$ cat src/rtl/rpm_params.svh
// Timing counts and fixed values for the reset pin and mode select block.
// Assumes a single bus clock; all counts are in bus clock or debug clock cycles.
`ifndef RPM_PARAMS_SVH
`define RPM_PARAMS_SVH

// ============================================================
// Reset pin sequencing
`define RPM_DRIVE_CYCLES  6'd34
`define RPM_WAIT_CYCLES   6'd38

// ============================================================
// Single-wire debug bit timing, in debug clock ticks
`define RPM_BIT_TICKS     5'd16
`define RPM_TX1_LOW_TICKS 5'd4
`define RPM_TX0_LOW_TICKS 5'd13
`define RPM_RX_SAMPLE     5'd10

// ============================================================
// Reset vector location
`define RPM_RESET_VECTOR  16'hfffe

`endif

$ cat src/rtl/rpm_pkg.sv
// Types shared by the reset pin and mode select block.
// Assumes rpm_params.svh supplies all numeric constants.
package rpm_pkg;

    typedef enum logic [1:0] {
        RPM_RST_DRIVE  = 2'b00,
        RPM_RST_WAIT   = 2'b01,
        RPM_RST_SAMPLE = 2'b10,
        RPM_RST_RUN    = 2'b11
    } rpm_rst_state_t;

    typedef enum logic [1:0] {
        RPM_BIT_IDLE = 2'b00,
        RPM_BIT_TX   = 2'b01,
        RPM_BIT_RX   = 2'b10
    } rpm_bit_state_t;

    // Internal reset requests, one-cycle or level, from bus-clock logic.
    typedef struct packed {
        logic lvd;
        logic cop;
        logic ilop;
        logic bdfr;
    } rpm_rst_src_t;

    // Reset cause record.
    typedef struct packed {
        logic por;
        logic pin;
        logic lvd;
        logic cop;
        logic ilop;
        logic bdfr;
    } rpm_cause_t;

    // Drive of a pseudo open-drain pin.
    typedef struct packed {
        logic data;
        logic oe;
    } rpm_pin_t;

endpackage

$ cat src/rtl/rpm_bit_timer.sv
// Single-wire debug bit engine: one bit per 16 debug clock ticks.
// Assumes line_in is already synchronised and tick_in is a bus-clock strobe.
`timescale 1ns/1ps
`include "rpm_params.svh"

module rpm_bit_timer (
    input  wire logic          clk_sys_in,
    input  wire logic          arst_n_in,
    input  wire logic          enable_in,
    input  wire logic          tick_in,
    input  wire logic          line_in,
    input  wire logic          tx_req_in,
    input  wire logic          tx_bit_in,
    output logic               tx_ready_out,
    output logic               rx_valid_out,
    output logic               rx_bit_out,
    output rpm_pkg::rpm_pin_t  pin_out
);
    import rpm_pkg::*;

    rpm_bit_state_t state_q;
    logic [4:0]     cnt_q;
    logic [4:0]     low_len_q;
    logic           line_prev_q;
    logic           fall;
    logic           last_tick;

    assign fall         = line_prev_q & ~line_in;
    assign last_tick    = tick_in && (cnt_q == `RPM_BIT_TICKS - 5'd1);
    // A send starts only on a tick, so the first tick of the bit lasts a full period.
    assign tx_ready_out = enable_in && tick_in && (state_q == RPM_BIT_IDLE);

    // ============================================================
    // Edge detection
    always_ff @(posedge clk_sys_in or negedge arst_n_in) begin
        if (!arst_n_in) begin
            line_prev_q <= 1'b1;
        end else begin
            line_prev_q <= line_in;
        end
    end

    // ============================================================
    // Bit sequencing
    always_ff @(posedge clk_sys_in or negedge arst_n_in) begin
        if (!arst_n_in) begin
            state_q   <= RPM_BIT_IDLE;
            cnt_q     <= 5'h00;
            low_len_q <= 5'h00;
        end else if (!enable_in) begin
            state_q <= RPM_BIT_IDLE;
            cnt_q   <= 5'h00;
        end else begin
            case (state_q)
                RPM_BIT_IDLE: begin
                    cnt_q <= 5'h00;
                    if (tx_req_in && tick_in) begin
                        state_q   <= RPM_BIT_TX;
                        low_len_q <= tx_bit_in ? `RPM_TX1_LOW_TICKS : `RPM_TX0_LOW_TICKS;
                    end else if (fall) begin
                        state_q <= RPM_BIT_RX;
                    end
                end
                RPM_BIT_TX, RPM_BIT_RX: begin
                    if (last_tick) begin
                        state_q <= RPM_BIT_IDLE;
                        cnt_q   <= 5'h00;
                    end else if (tick_in) begin
                        cnt_q <= cnt_q + 5'd1;
                    end
                end
                default: begin
                    state_q <= RPM_BIT_IDLE;
                end
            endcase
        end
    end

    // ============================================================
    // Receive sampling
    always_ff @(posedge clk_sys_in or negedge arst_n_in) begin
        if (!arst_n_in) begin
            rx_valid_out <= 1'b0;
            rx_bit_out   <= 1'b0;
        end else begin
            rx_valid_out <= 1'b0;
            if (enable_in && state_q == RPM_BIT_RX && tick_in && cnt_q == `RPM_RX_SAMPLE) begin
                rx_valid_out <= 1'b1;
                rx_bit_out   <= line_in;
            end
        end
    end

    // ============================================================
    // Line drive
    always_ff @(posedge clk_sys_in or negedge arst_n_in) begin
        if (!arst_n_in) begin
            pin_out <= '0;
        end else if (enable_in && state_q == RPM_BIT_TX && !last_tick) begin
            pin_out.oe   <= (cnt_q <= low_len_q);
            pin_out.data <= (cnt_q == low_len_q);
        end else begin
            pin_out <= '0;
        end
    end

endmodule // rpm_bit_timer

$ cat src/rtl/rpm_top.sv
// Reset pin sequencer, reset cause record and boot mode select.
// Assumes internal reset requests and the local clock strobe come from
// bus-clock logic; both pins arrive asynchronously.
//
// Overview of operation
// - On any reset drive the reset pin low 34 bus cycles, then release.
// - After release wait 38 bus cycles, then sample the reset pin again.
// - After an internal reset the delayed reset pin sample is expected high.
// - Decode each reset source and set its bit in the cause register; an internal request drops a pin request of the same cycle.
// - An outside party holding the reset pin low puts the device in reset.
// - Debug pin is mode select during reset, debug link straight after.
// - Mode select high at reset release starts normal run mode.
// - Each debug bit time lasts 16 debug clock cycles.
// - Debug clock may run at the full bus clock rate.
// - Host may choose the local self clock of about 8 MHz for debug.
// - Debug pin is pseudo open-drain with a brief driven-high speedup pulse.
// - Normal run mode begins at the address held in the reset vector.
`timescale 1ns/1ps
`include "rpm_params.svh"

module rpm_top (
    input  wire logic                 clk_sys_in,
    input  wire logic                 arst_n_in,
    input  wire logic                 reset_pin_in,
    output logic                      reset_pin_out,
    output logic                      reset_pin_oe_out,
    input  wire rpm_pkg::rpm_rst_src_t int_reset_req_in,
    input  wire logic                 debug_mode_select_pin_in,
    output logic                      single_wire_debug_pin_out,
    output logic                      single_wire_debug_pin_oe_out,
    input  wire logic                 dbg_clk_sel_in,
    input  wire logic                 local_self_clock_tick_in,
    input  wire logic                 dbg_tx_req_in,
    input  wire logic                 dbg_tx_bit_in,
    output logic                      dbg_tx_ready_out,
    output logic                      dbg_rx_valid_out,
    output logic                      dbg_rx_bit_out,
    output logic                      sys_reset_n_out,
    output logic                      bgnd_mode_out,
    output logic                      vector_fetch_out,
    output logic [15:0]               vector_addr_out,
    output rpm_pkg::rpm_cause_t       reset_cause_register_out
);
    import rpm_pkg::*;

    rpm_rst_state_t state_q;
    logic [5:0]     cnt_q;
    logic           rst_meta_q;
    logic           rst_sync_q;
    logic           ms_meta_q;
    logic           ms_sync_q;
    logic           int_req;
    logic           pin_req;
    logic           sample_ok;
    logic           run_q;
    logic           bgnd_q;
    logic           fetch_q;
    logic           dbg_tick;
    rpm_cause_t     cause_q;
    rpm_pin_t       dbg_pin;

    // Reset request from internal sources, only acted on while running.
    function automatic rpm_cause_t int_cause(input rpm_rst_src_t src);
        rpm_cause_t c;
        c      = '0;
        c.lvd  = src.lvd;
        c.cop  = src.cop;
        c.ilop = src.ilop;
        c.bdfr = src.bdfr;
        return c;
    endfunction

    assign int_req   = |int_reset_req_in;
    assign pin_req   = ~rst_sync_q;
    assign sample_ok = (state_q == RPM_RST_SAMPLE) && rst_sync_q;

    // ============================================================
    // Pin synchronisers
    always_ff @(posedge clk_sys_in or negedge arst_n_in) begin
        if (!arst_n_in) begin
            rst_meta_q <= 1'b1;
            rst_sync_q <= 1'b1;
            ms_meta_q  <= 1'b1;
            ms_sync_q  <= 1'b1;
        end else begin
            rst_meta_q <= reset_pin_in;
            rst_sync_q <= rst_meta_q;
            ms_meta_q  <= debug_mode_select_pin_in;
            ms_sync_q  <= ms_meta_q;
        end
    end

    // ============================================================
    // Reset sequencer
    always_ff @(posedge clk_sys_in or negedge arst_n_in) begin
        if (!arst_n_in) begin
            state_q <= RPM_RST_DRIVE;
            cnt_q   <= 6'h00;
        end else begin
            case (state_q)
                RPM_RST_DRIVE: begin
                    if (cnt_q == `RPM_DRIVE_CYCLES - 6'd1) begin
                        state_q <= RPM_RST_WAIT;
                        cnt_q   <= 6'h00;
                    end else begin
                        cnt_q <= cnt_q + 6'd1;
                    end
                end
                RPM_RST_WAIT: begin
                    if (cnt_q == `RPM_WAIT_CYCLES - 6'd1) begin
                        state_q <= RPM_RST_SAMPLE;
                        cnt_q   <= 6'h00;
                    end else begin
                        cnt_q <= cnt_q + 6'd1;
                    end
                end
                RPM_RST_SAMPLE: begin
                    if (rst_sync_q) begin
                        state_q <= RPM_RST_RUN;
                    end
                end
                RPM_RST_RUN: begin
                    if (int_req || pin_req) begin
                        state_q <= RPM_RST_DRIVE;
                        cnt_q   <= 6'h00;
                    end
                end
                default: begin
                    state_q <= RPM_RST_DRIVE;
                    cnt_q   <= 6'h00;
                end
            endcase
        end
    end

    assign reset_pin_out    = 1'b0;
    assign reset_pin_oe_out = (state_q == RPM_RST_DRIVE);

    // ============================================================
    // Reset cause record
    always_ff @(posedge clk_sys_in or negedge arst_n_in) begin
        if (!arst_n_in) begin
            cause_q     <= '0;
            cause_q.por <= 1'b1;
        end else if (state_q == RPM_RST_RUN && int_req) begin
            cause_q <= int_cause(int_reset_req_in);
        end else if (state_q == RPM_RST_RUN && pin_req) begin
            cause_q     <= '0;
            cause_q.pin <= 1'b1;
        end else if (state_q == RPM_RST_SAMPLE && !rst_sync_q) begin
            cause_q.pin <= 1'b1;
        end
    end

    assign reset_cause_register_out = cause_q;

    // ============================================================
    // Mode capture and release of internal reset
    always_ff @(posedge clk_sys_in or negedge arst_n_in) begin
        if (!arst_n_in) begin
            run_q   <= 1'b0;
            bgnd_q  <= 1'b0;
            fetch_q <= 1'b0;
        end else begin
            fetch_q <= 1'b0;
            if (sample_ok) begin
                run_q   <= 1'b1;
                bgnd_q  <= ~ms_sync_q;
                fetch_q <= ms_sync_q;
            end else if (state_q != RPM_RST_RUN || int_req || pin_req) begin
                run_q <= 1'b0;
            end
        end
    end

    assign sys_reset_n_out  = run_q;
    assign bgnd_mode_out    = bgnd_q;
    assign vector_fetch_out = fetch_q;
    assign vector_addr_out  = `RPM_RESET_VECTOR;

    // ============================================================
    // Single-wire debug link
    // Bus rate, local self clock
    assign dbg_tick = dbg_clk_sel_in ? local_self_clock_tick_in : 1'b1;

    rpm_bit_timer u_bit_timer (
        .clk_sys_in   (clk_sys_in),
        .arst_n_in    (arst_n_in),
        .enable_in    (run_q),
        .tick_in      (dbg_tick),
        .line_in      (ms_sync_q),
        .tx_req_in    (dbg_tx_req_in),
        .tx_bit_in    (dbg_tx_bit_in),
        .tx_ready_out (dbg_tx_ready_out),
        .rx_valid_out (dbg_rx_valid_out),
        .rx_bit_out   (dbg_rx_bit_out),
        .pin_out      (dbg_pin)
    );

    assign single_wire_debug_pin_out    = dbg_pin.data;
    assign single_wire_debug_pin_oe_out = dbg_pin.oe;

endmodule // rpm_top

$ cat config.mk
export PLATFORM = sky130hd
export DESIGN_NAME = rpm_top
export DESIGN_NICKNAME = d
export VERILOG_FILES = /design/src/rtl/rpm_pkg.sv /design/src/rtl/rpm_bit_timer.sv /design/src/rtl/rpm_top.sv
export VERILOG_INCLUDE_DIRS = /design/src /design/src/rtl
export SDC_FILE = /design/constraint.sdc
export NUM_CORES = 1
export LEC_CHECK = 0
export ABC_AREA = 0
export BUFFER_PORTS_ARGS = -buffer_cell sky130_fd_sc_hd__buf_2
export CAP_MARGIN = 20
export CORE_MARGIN = 2
export CORE_UTILIZATION = 58
export DETAILED_ROUTE_END_ITERATION = 10
export GPL_ROUTABILITY_DRIVEN = 0
export GPL_TIMING_DRIVEN = 0
export PLACE_DENSITY = 0.85
export RECOVER_POWER = 100
export SETUP_SLACK_MARGIN = 0.02
export SLEW_MARGIN = 20
export SYNTH_ARGS = -nofsm -noshare
export SYNTH_HDL_FRONTEND = slang
export SYNTH_SLANG_ARGS = --single-unit
$ cat constraint.sdc
create_clock -name clk_sys_in -period 3.05 [get_ports clk_sys_in]
set_clock_uncertainty 0.1 [all_clocks]
set_input_delay 0 -clock clk_sys_in [delete_from_list [all_inputs] [get_ports clk_sys_in]]
set_output_delay 0 -clock clk_sys_in [all_outputs]
set_load 0.005 [all_outputs]
**Yosys cells after proc, flatten, opt, wreduce, memory -nomap -nowiden**

Cells that the tools add are included.

- Bits in registers: 38
- Output and inout bits: 32
- Word-level logic and storage cells: 109

- Add/subtract/negate cells: 2
- Magnitude comparators: 1
- Equal/unequal tests: 19
- Muxes and demuxes: 30
- Bitwise operators: 3
- Reduce and logical (&&, ||, !) cells: 31

Operators by type and width:

| cell | number |
|---|---|
| $mux W6 | 4 |
| $mux W2 | 9 |
| $pmux W6 S3 | 1 |
| $mux W5 | 3 |
| $logic_and A1 B1 Y1 | 13 |
| $eq A6 B6 Y1 const B | 2 |
| $eq A5 B4 Y1 const B | 2 |
| $pmux W5 S2 | 1 |
| $mux W1 | 8 |
| $mux W4 | 2 |
| $ne A2 B2 Y1 const B | 4 |
| $pmux W2 S4 | 1 |
| $add A6 B1 Y6 const B | 1 |
| $eq A2 B2 Y1 const B | 3 |
| $reduce_and A2 Y1 | 3 |
| $reduce_bool A3 Y1 | 2 |
| $add A5 B1 Y5 const B | 1 |
| $eq A5 B5 Y1 | 1 |
| $le A5 B5 Y1 | 1 |
| $eq A2 B1 Y1 const B | 2 |
| $logic_not A2 Y1 | 2 |
| $ne A4 B2 Y1 const B | 1 |
| $ne A4 B3 Y1 const B | 1 |
| $pmux W2 S2 | 1 |
| 12 further kinds | 17 |

**Depth between registers and ports, before layout**

Gate-level depths: netlist of run 1.

- Depth in word-level cells: 6
- Mapped depth: 7

**Modules after synthesis**

A second synthesis of run 1 with hierarchy kept.

- Cells, all modules: 187
- Area, all modules: 2003.2 um^2

By module, submodules not included:

| module | times used | cells an instance | area an instance (um^2) |
|---|---|---|---|
| rpm_top | 1 | 107 | 1168.6 |
| rpm_bit_timer | 1 | 80 | 834.6 |

**Least setup slack after synthesis of run 1**

Ideal clock, no wire load.

- Path kind: register to register
- From: reg u_bit_timer.state_q[1]
- To: reg u_bit_timer.cnt_q[2]
- Library setup time: 122 ps
- Arrival: 1697 ps
- Setup slack: 1132 ps
- Cell stages (with the launch flop): 7
- Path buffers: 0
- Clock period less this slack: 1918 ps
- Cell sequence: dfrtp_1 inv_1 ha_1 nor2b_1 a211oi_1 o21ai_0 a32o_1

- Longest elaborated chain between the ends: 4

Ends and longest elaborated chain:

| item | line | text |
|---|---|---|
| start: declaration | rpm_bit_timer.sv:21 | `rpm_bit_state_t state_q;` |
| start signal: assignment | rpm_bit_timer.sv:47 | `state_q <= RPM_BIT_IDLE;` |
| start signal: assignment | rpm_bit_timer.sv:51 | `state_q <= RPM_BIT_IDLE;` |
| start signal: assignment | rpm_bit_timer.sv:58 | `state_q <= RPM_BIT_TX;` |
| $eq A2 B1 Y1 or $eq A2 B2 Y1 (tied branches) | rpm_bit_timer.sv:54 | `case (state_q)` |
| $reduce_or A2 Y1 | rpm_bit_timer.sv:54 |  |
| $ne A4 B2 Y1 (no line), or another cell as far along | n/a |  |
| $reduce_and A2 Y1 (no line) or $mux W5 (tied branches) | n/a |  |
| end signal: assignment | rpm_bit_timer.sv:69 | `cnt_q <= cnt_q + 5'd1;` |
| end: declaration | rpm_bit_timer.sv:22 | `logic [4:0] cnt_q;` |

Parallel ways exist; a longest one is shown, timed or not.
A chain may end at the register's enable or synchronous reset.

**Final worst setup path of run 1**

- From: reg state_q[1]
- To: reg cnt_q[3]

- Longest elaborated chain between the ends: 3

Ends and longest elaborated chain:

| item | line | text |
|---|---|---|
| start: declaration | rpm_top.sv:46 | `rpm_rst_state_t state_q;` |
| start signal: assignment | rpm_top.sv:97 | `state_q <= RPM_RST_DRIVE;` |
| start signal: assignment | rpm_top.sv:103 | `state_q <= RPM_RST_WAIT;` |
| start signal: assignment | rpm_top.sv:111 | `state_q <= RPM_RST_SAMPLE;` |
| $eq A2 B2 Y1, or another cell as far along | rpm_top.sv:100 | `case (state_q)` |
| $ne A2 B2 Y1 (no line) or $reduce_bool A3 Y1 (tied branches) | n/a |  |
| $reduce_and A2 Y1 (no line) | n/a |  |
| end signal: assignment | rpm_top.sv:106 | `cnt_q <= cnt_q + 6'd1;` |
| end signal: assignment | rpm_top.sv:114 | `cnt_q <= cnt_q + 6'd1;` |
| end: declaration | rpm_top.sv:47 | `logic [5:0] cnt_q;` |

Parallel ways exist; a longest one is shown, timed or not.

==> results_dict.tcl, run 1 <==
set metrics [dict create \
    synth_cell_types 48 \
    first_pass_iters 4 \
    fmax_ghz 0.421 \
    grt_usage_pct 19.7 \
    clk_pin_slew_ps 90 \
    fin_crit_ps 2370 \
    antenna_found_initial 0 \
    slew_headroom_pct -16.1 \
    grt_first_pass_wirelength_um 5990 \
    antenna_left 0 \
    ys_seq_elements 35 \
    r2r_cells 6 \
    violations "capacitance limit, slew limit" \
    power_frac_seq_pct 41.0 \
    synth.most_common_cell "dfrtp_1" \
    routed_via_density 4.97 \
    cts_buffer_depth 2 \
    hold_path_end "u_bit_timer.rx_valid_out" \
    setup_tns_ps 0 \
    finalCritPeriodShare_pct 77.8 \
    switching_share_pct 36.6 \
    hp-start "dbg_clk_sel_in" \
    syn_to_final_growth_pct 18.9 \
    detailed_place_hpwl_um 2580 \
    power_switching_w 0.000604 \
    grt-ovfl-total 0 \
    fin_area_sq_um 2350 \
    first_global_vias 1382 \
    rsz0062_at_grt "no" \
    final_net_count 281 \
    ys_seq_area_share_pct 44.8 \
    r2r_start "state_q[1]" \
    cts_tree "built" \
    cp_data_arrival_time_ps 2480 \
    comb_power_share_pct 42.0 \
    core.rowCount 21 \
    cts-root-buf "clkbuf_4" \
    r2r_slack_ps 680 \
    cts.sinks 35 \
    vias 1500 \
    status "complete, but fails checks" \
    p_per_area_nw_per_um2 702 \
    clk_latency_ps 330 \
    synth_common_cells "dfrtp_1, nand2_1, buf_4" \
    synthFlopType "dfrtp_1" \
    synth_area_sq_um 1970 \
    drc 0 \
    port_buffers 26 \
    ir_drop_mv 0.370 \
    ys_warn_count 0 \
    cts.repair.resized 0 \
    routed_wl_um 3550 \
    io_pins 44 \
    path_class "flip-flop to flip-flop" \
    placed_area_sq_um 2220 \
    leakagePower_nw 1.12 \
    die_area_sq_um 3880 \
    syn_avg_cell_area_sq_um 10.0 \
    crit_required_ps 3160 \
    place_ws_ps 803 \
    hold_viol_final 0 \
    fp.dieW_um 62.3 \
    total_power_w 0.00165 \
    drive_above_1_share_pct 20.7 \
    start_kind "flip-flop" \
    yosys.area.top_type "dfrtp_1" \
    core_sq_um 3310 \
    synthCells 197 \
    slew_violations 36 \
    r2r-end "cnt_q[3]" \
    start_util_pct 59.6 \
    worstMarginPinSlew_ps 1740 \
    cap_viol_max_count 1 \
    yosysTopAreaCellShare_pct 36.8 \
    avgRoutedWirePerCell_um 11.8 \
    setup-violations-final 0 \
    synthArstFlopShare_pct 100 \
    antenna_cells 0 \
    intPower_w 0.00104 \
    cp-end-kind "flip-flop" \
    cts_setup_buffers 0 \
    drt_first_iter_violations 62 \
    die_h_um 62.3 \
    worstPathMaxFanout 9 \
    synth_top_cells_by_area "dfrtp_1, ha_1, dfstp_2" \
    hold_path_class "primary input to flip-flop" \
    grt_max_degree 36 \
    cts_buffers 5 \
    clockPowerShare_pct 17.0 \
    synth-edff-count 0 \
    worst_slack_ps 677 \
    htree_num_levels 2 \
    worstHoldPathCells 4 \
]
## critical path, stage by stage (launching register included)
cell and delay [ps]:
dfrtp_1 390, inv_1 70, ha_1 170, clkbuf_1 200
o32ai_1 920, nand3b_1 300, o31ai_1 110
## sequential cells by signal (all words and copies together) (netlist names), 2 cells and up
signal,count
reset_cause_register_out,6
u_bit_timer.cnt_q,5
u_bit_timer.low_len_q,2
cnt_q,6
state_q,2
u_bit_timer.state_q,2
u_bit_timer.pin_out,2
## cell families after synthesis
family,after synthesis,synth area share (%)
compound gates,36,12.2
mux,7,4.69
other cells,2,0.381
fa+ha+maj,14,8.88
buf+inv,36,10.8
flops,35,44.8
simple gates,67,18.3
## per-stage QoR
stage | util, % | hold WS (ps) | instances
after floorplan | - | -396 | 212
after global placement | 67.0 | 5.77 | 284
after detailed placement | 67.0 | 6.30 | 284
after CTS | 72.1 | 63.0 | 302
after global routing | 70.9 | 115 | 302
final | 70.9 | 71.8 | 302
## power groups by stage
stage	Sequential (W)	Clock (W)	Combinational, W
after floorplan	0.000669	0	0.000544
after global placement	0.000676	0	0.000699
after detailed placement	0.000679	0	0.000722
after CTS	0.000674	0.000288	0.000740
after global routing	0.000693	0.000309	0.000777
final	0.000676	0.000280	0.000692
## worst max-delay path by stage
stage | startpoint | end | slack [ps] | cells past startpoint
global route | state_q[1] | cnt_q[0] | 460 | 6
detailed placement | u_bit_timer.state_q[0] | u_bit_timer.cnt_q[2] | 800 | 6
floorplan | u_bit_timer.state_q[1] | u_bit_timer.cnt_q[2] | 1130 | 6
global placement | u_bit_timer.state_q[0] | u_bit_timer.cnt_q[2] | 880 | 6
finish | state_q[1] | cnt_q[3] | 680 | 6
CTS | u_bit_timer.state_q[1] | u_bit_timer.cnt_q[2] | 780 | 6
## area by class of cell
cell class	count	area, sq um
sequential	35	883
clock buffer	8	68.8
fill	281	965
buffer	22	154
multi-input combinational	141	911
tap	46	57.6
timing repair buffer	36	219
inverter	14	52.6
## routing by layer
metal / up-vias / global-route usage (%) / wire length (um)
met2: 42 / 33.0 / 1690
met3: 6 / 6.34 / 191
li1: 762 / - / -
met4: 0 / 7.50 / 54
met5: - / 0 / 0
met1: 690 / 23.9 / 1620
## layout by cell type, fill, tap and decap left out, types with 3 or more instances in the layout
cell type      netlist  routed
o21ai_0              8       8
nor2_1              12      12
nand2_1             20      20
ha_1                14      14
buf_2                0      16
a21oi_1             11      11
conb_1               2      17
dfrtp_1             29      29
inv_1               14      14
dlygate4sd3_1        0      10
buf_4               17      17
clkbuf_1             3      14
dfstp_2              6       5
clkbuf_4             0       5
o31ai_1              3       3
nand3_1              6       6
nand2b_1             6       6
## timing repair
action	4_1_cts	5_1_grt
hold buffers	10	0
hold endpoints to repair	41	0
endpoints found under the setup margin	0	0
No activity file was read; power rests on OpenSTA's default activity.
==> run 2: changes to the inputs <==
CORE_UTILIZATION = 54   (was 58)
PLACE_DENSITY = 0.8   (was 0.85)
clock period = 2.3 ns   (was 3.05 ns; I/O delays follow)
==> results_dict.tcl, run 2 (synthesized netlist as in run 1, its figures left out) <==
set metrics [dict create \
    grt-ovfl-total 0 \
    start_kind "primary input" \
    routed_via_density 5.08 \
    ir_drop_mv 0.538 \
    slew_headroom_pct -16.5 \
    endpoint "reset_cause_register_out[2]" \
    final_net_count 281 \
    total_power_w 0.00213 \
    first_global_vias 1394 \
    final_common_cell "dfrtp_1" \
    r2r-end "cnt_q[1]" \
    grt_busiest_layer "met2" \
    routed_wl_um 3520 \
    cts_buffers 5 \
    cts-root-buf "clkbuf_4" \
    r2r_cells 6 \
    final_cell_mix "dfrtp_1, nand2_1, buf_4, conb_1" \
    antenna_found_initial 0 \
    use_met2_pct 32.9 \
    r2r_start "state_q[1]" \
    hold_path_class "primary input to flip-flop" \
    detailed_place_hpwl_um 2540 \
    worstMarginPinSlew_ps 1750 \
    vias 1535 \
    die_area_sq_um 4150 \
    syn_to_final_growth_pct 18.5 \
    io_pins 44 \
    start_util_pct 57.8 \
    first_pass_iters 5 \
    cts_setup_buffers 0 \
    drc 0 \
    setup_tns_ps 0 \
    setup-violations-final 0 \
    clk_pin_slew_ps 100 \
    grt_use_met1_pct 23.4 \
    htree_num_levels 2 \
    cts_tree "built" \
    fillers 281 \
    violations "capacitance limit, slew limit" \
    fmax_ghz 0.469 \
    core_sq_um 3420 \
    cp-end-kind "flip-flop" \
    p_per_area_nw_per_um2 912 \
    port_buffers 26 \
    grt_usage_pct 19.4 \
    r2r_slack_ps 270 \
    grt_first_pass_wirelength_um 6120 \
    layout.cells.non_filler 302 \
    status "complete, but fails checks" \
    path_class "primary input to flip-flop" \
    rsz0062_at_grt "no" \
    clk_latency_ps 330 \
    fin_crit_ps 2130 \
    grtUsageMet3_pct 6.77 \
    cap_viol_max_count 1 \
    cts_buffer_depth 2 \
    crit_required_ps 2420 \
    finalCritPeriodShare_pct 92.6 \
    worstPathMaxFanout 5 \
    die_h_um 64.5 \
    grt_max_degree 36 \
    antenna_cells 0 \
    hold_viol_final 0 \
    fp.dieW_um 64.5 \
    place_inst 284 \
    avgRoutedWirePerCell_um 11.6 \
    leakagePower_nw 1.11 \
    cts.sinks 35 \
    startpoint "int_reset_req_in[0]" \
    core.rowCount 21 \
    slew_violations 36 \
    drive_above_1_share_pct 20.7 \
    drt_first_iter_violations 50 \
    antenna_left 0 \
    cp_data_arrival_time_ps 2250 \
]
run 2: cell count changes in the layout (fill, tap and decap cells not counted), sizes merged:
cell / previous run / this run
clkbuf: 22 / 21
clkinv: 0 / 1
run 2: how the worst min path moves through the flow:
stage	from	to	slack [ps]	depth (start not counted)
global placement	arst_n_in	vector_fetch_out	5	1
floorplan	arst_n_in	bgnd_mode_out	-400	0
global route	dbg_clk_sel_in	u_bit_timer.rx_valid_out	60	4
CTS	dbg_clk_sel_in	u_bit_timer.rx_valid_out	40	4
finish	dbg_clk_sel_in	u_bit_timer.rx_valid_out	70	4
detailed placement	arst_n_in	cnt_q[2]	7	1
run 2: cell type report:
class,instances,area (sq um),area share (%)
well taps,46,57.6,2.46
repair buffers,36,218,9.31
multi-input cells,141,923,39.5
clock inverters,1,5.00,0.214
clock buffers,7,45.0,1.93
plain buffers,22,154,6.58
flip-flops and latches,35,883,37.8
inverters,14,52.6,2.25
run 2: through the flow:
step / cell area (sq um) / setup WS, ps / utilization (%) / hold slack [ps]
global placement: 2220 / 155 / 64.9 / 5.32
finish: 2340 / 170 / 68.5 / 69.6
floorplan: 2030 / 382 / - / -396
CTS: 2370 / 117 / 69.3 / 43.7
global route: 2340 / 83.9 / 68.5 / 61.8
detailed placement: 2220 / 112 / 64.9 / 6.87
run 2: power breakdown:
part / internal [W] / leakage, nW / switching (W)
clock network: 0.000119 / 0.0293 / 0.000193
logic: 0.000438 / 0.648 / 0.000488
registers: 0.000777 / 0.430 / 0.000118
run 2: repair_timing:
action,in CTS,in global routing
resized for setup,0,1
hold endpoints to repair,41,0
hold buffers,10,0
setup endpoints to repair,0,1
run 2: per-layer routing:
| metal | routed length, um | vias up | part of all wire [%] |
|---|---|---|---|
| met2 | 1660 | 54 | 47 |
| met3 | 222 | 5 | 6.3 |
| li1 | - | 759 | - |
| met4 | 41 | 0 | 1.2 |
| met5 | 0 | - | 0 |
| met1 | 1590 | 717 | 45 |
run 2: critical path: stages:
cell and delay [ps]:
dlygate4sd3_1 540, buf_2 130, or4_1 620, or2_0 270, and2_0 160, clkbuf_1 180
mux2_1 350
==> run 3: changes to the inputs <==
CORE_UTILIZATION = 58   (was 54)
PLACE_DENSITY = 0.85   (was 0.8)
clock period = 2.6 ns   (was 2.3 ns; I/O delays follow)
==> results_dict.tcl, run 3 (synthesized netlist as in run 1, its figures left out) <==
set metrics [dict create \
    grt_max_degree 36 \
    cap_viol_max_count 1 \
    crit_required_ps 2740 \
    grt_first_pass_wirelength_um 5990 \
    hold_path_class "primary input to flip-flop" \
    avgRoutedWirePerCell_um 11.8 \
    fin_area_sq_um 2350 \
    cts_buffers 5 \
    final_common_cell "dfrtp_1" \
    antenna_found_initial 0 \
    postCtsHoldBufs 10 \
    antenna_cells 0 \
    clk_pin_slew_ps 110 \
    setup_tns_ps 0 \
    cts-root-buf "clkbuf_4" \
    core_sq_um 3310 \
    start_kind "flip-flop" \
    p_per_area_nw_per_um2 826 \
    htree_num_levels 2 \
    drc 0 \
    clk_latency_ps 340 \
    grt-ovfl-total 0 \
    worstMarginPinSlew_ps 1750 \
    slowest_stage "a211oi_1" \
    crit_chain "inv_1, ha_1, nor2b_1, a211oi_1, o21ai_0, a32o_1" \
    cts_buffer_depth 2 \
    status "complete, but fails checks" \
    layout.cells.non_filler 302 \
    final_net_count 281 \
    ir_drop_mv 0.440 \
    die_h_um 62.3 \
    first_global_vias 1382 \
    start_util_pct 59.6 \
    vias 1492 \
    path_class "flip-flop to flip-flop" \
    fin_crit_ps 2280 \
    drive_above_1_share_pct 21.1 \
    worst_slack_ps 321 \
    io_pins 44 \
    first_pass_iters 4 \
    slew_violations 36 \
    critical_path.max_stage_delay_ps 670 \
    cts.repair.resized 0 \
    grt_usage_pct 19.7 \
    port_buffers 26 \
    drt_first_iter_violations 68 \
    cts_setup_buffers 0 \
    routed_via_density 4.94 \
    final_cell_mix "dfrtp_1, nand2_1, buf_4, conb_1, buf_2" \
    cts.sinks 35 \
    fp.dieW_um 62.3 \
    finalCritPeriodShare_pct 87.7 \
    slew_headroom_pct -17.0 \
    cts_tree "built" \
    fin_hold_ws_ps 71.5 \
    detailed_place_hpwl_um 2580 \
    fmax_ghz 0.439 \
    place_ws_ps 353 \
    worstPathMaxFanout 7 \
    antenna_left 0 \
    place_inst 284 \
    core.rowCount 21 \
    hold_viol_final 0 \
    cp_data_arrival_time_ps 2420 \
    rsz0062_at_grt "no" \
    syn_to_final_growth_pct 19.3 \
    leakagePower_nw 1.12 \
    routed_wl_um 3570 \
    cp-end-kind "flip-flop" \
    placed_area_sq_um 2220 \
    violations "capacitance limit, slew limit" \
    die_area_sq_um 3880 \
    setup-violations-final 0 \
]
run 3: cell types whose count changed in the layout (fill, tap and decap cells not counted):
| cell | change |
|---|---|
| clkbuf_8 | +2 |
| clkbuf_1 | -2 |
| a211oi_2 | -1 |
| clkbuf_2 | +1 |
| clkinv_2 | -1 |
| a211oi_1 | +1 |
run 3: final cells by class:
type                    instances  area, sq um
flip-flops and latches         35          883
fillers                       279          957
multi-input cells             141          918
inverters                      14         52.6
plain buffers                  22          154
well taps                      46         57.6
clock buffers                   8         68.8
repair buffers                 36          219
run 3: path summary, 6_finish.rpt:
kind,from,end,slack [ps],depth (start not counted)
worst min-delay path,dbg_clk_sel_in,u_bit_timer.rx_valid_out,70,4
worst max register to register,u_bit_timer.state_q[1],u_bit_timer.cnt_q[2],320,6
min in group asynchronous,arst_n_in,bgnd_mode_out,560,2
worst min register to register,rst_meta_q,rst_sync_q,260,0
max in group asynchronous,arst_n_in,reset_cause_register_out[1],820,2
worst max-delay path,u_bit_timer.state_q[1],u_bit_timer.cnt_q[2],320,6
run 3: routing by layer:
layer	wire, um	GRT usage, %
met3	182	6.34
met4	54	7.50
met2	1720	33.0
met5	0	0
met1	1620	23.9
run 3: report_power, final:
group	total, W	switching [W]	internal (W)
clock network	0.000331	0.000172	0.000159
logic	0.000821	0.000435	0.000386
registers	0.000793	0.000106	0.000687
total	0.00194	0.000713	0.00123
run 3: worst max-delay path, delay by kind of cell (launching register included):
kind	cells	cell delay, ps
adders and majority gates	1	360
DFF	1	390
and+or+nand+nor	1	90
buffers and inverters	1	70
AOI/OAI and AO/OA	3	1170
run 3: stage by stage:
| stage | util (%) | total power (W) |
|---|---|---|
| CTS | 72.1 | 0.00200 |
| global placement | 67.0 | 0.00161 |
| finish | 71.1 | 0.00194 |
| floorplan | - | 0.00142 |
| global route | 71.1 | 0.00210 |
| detailed placement | 67.0 | 0.00164 |
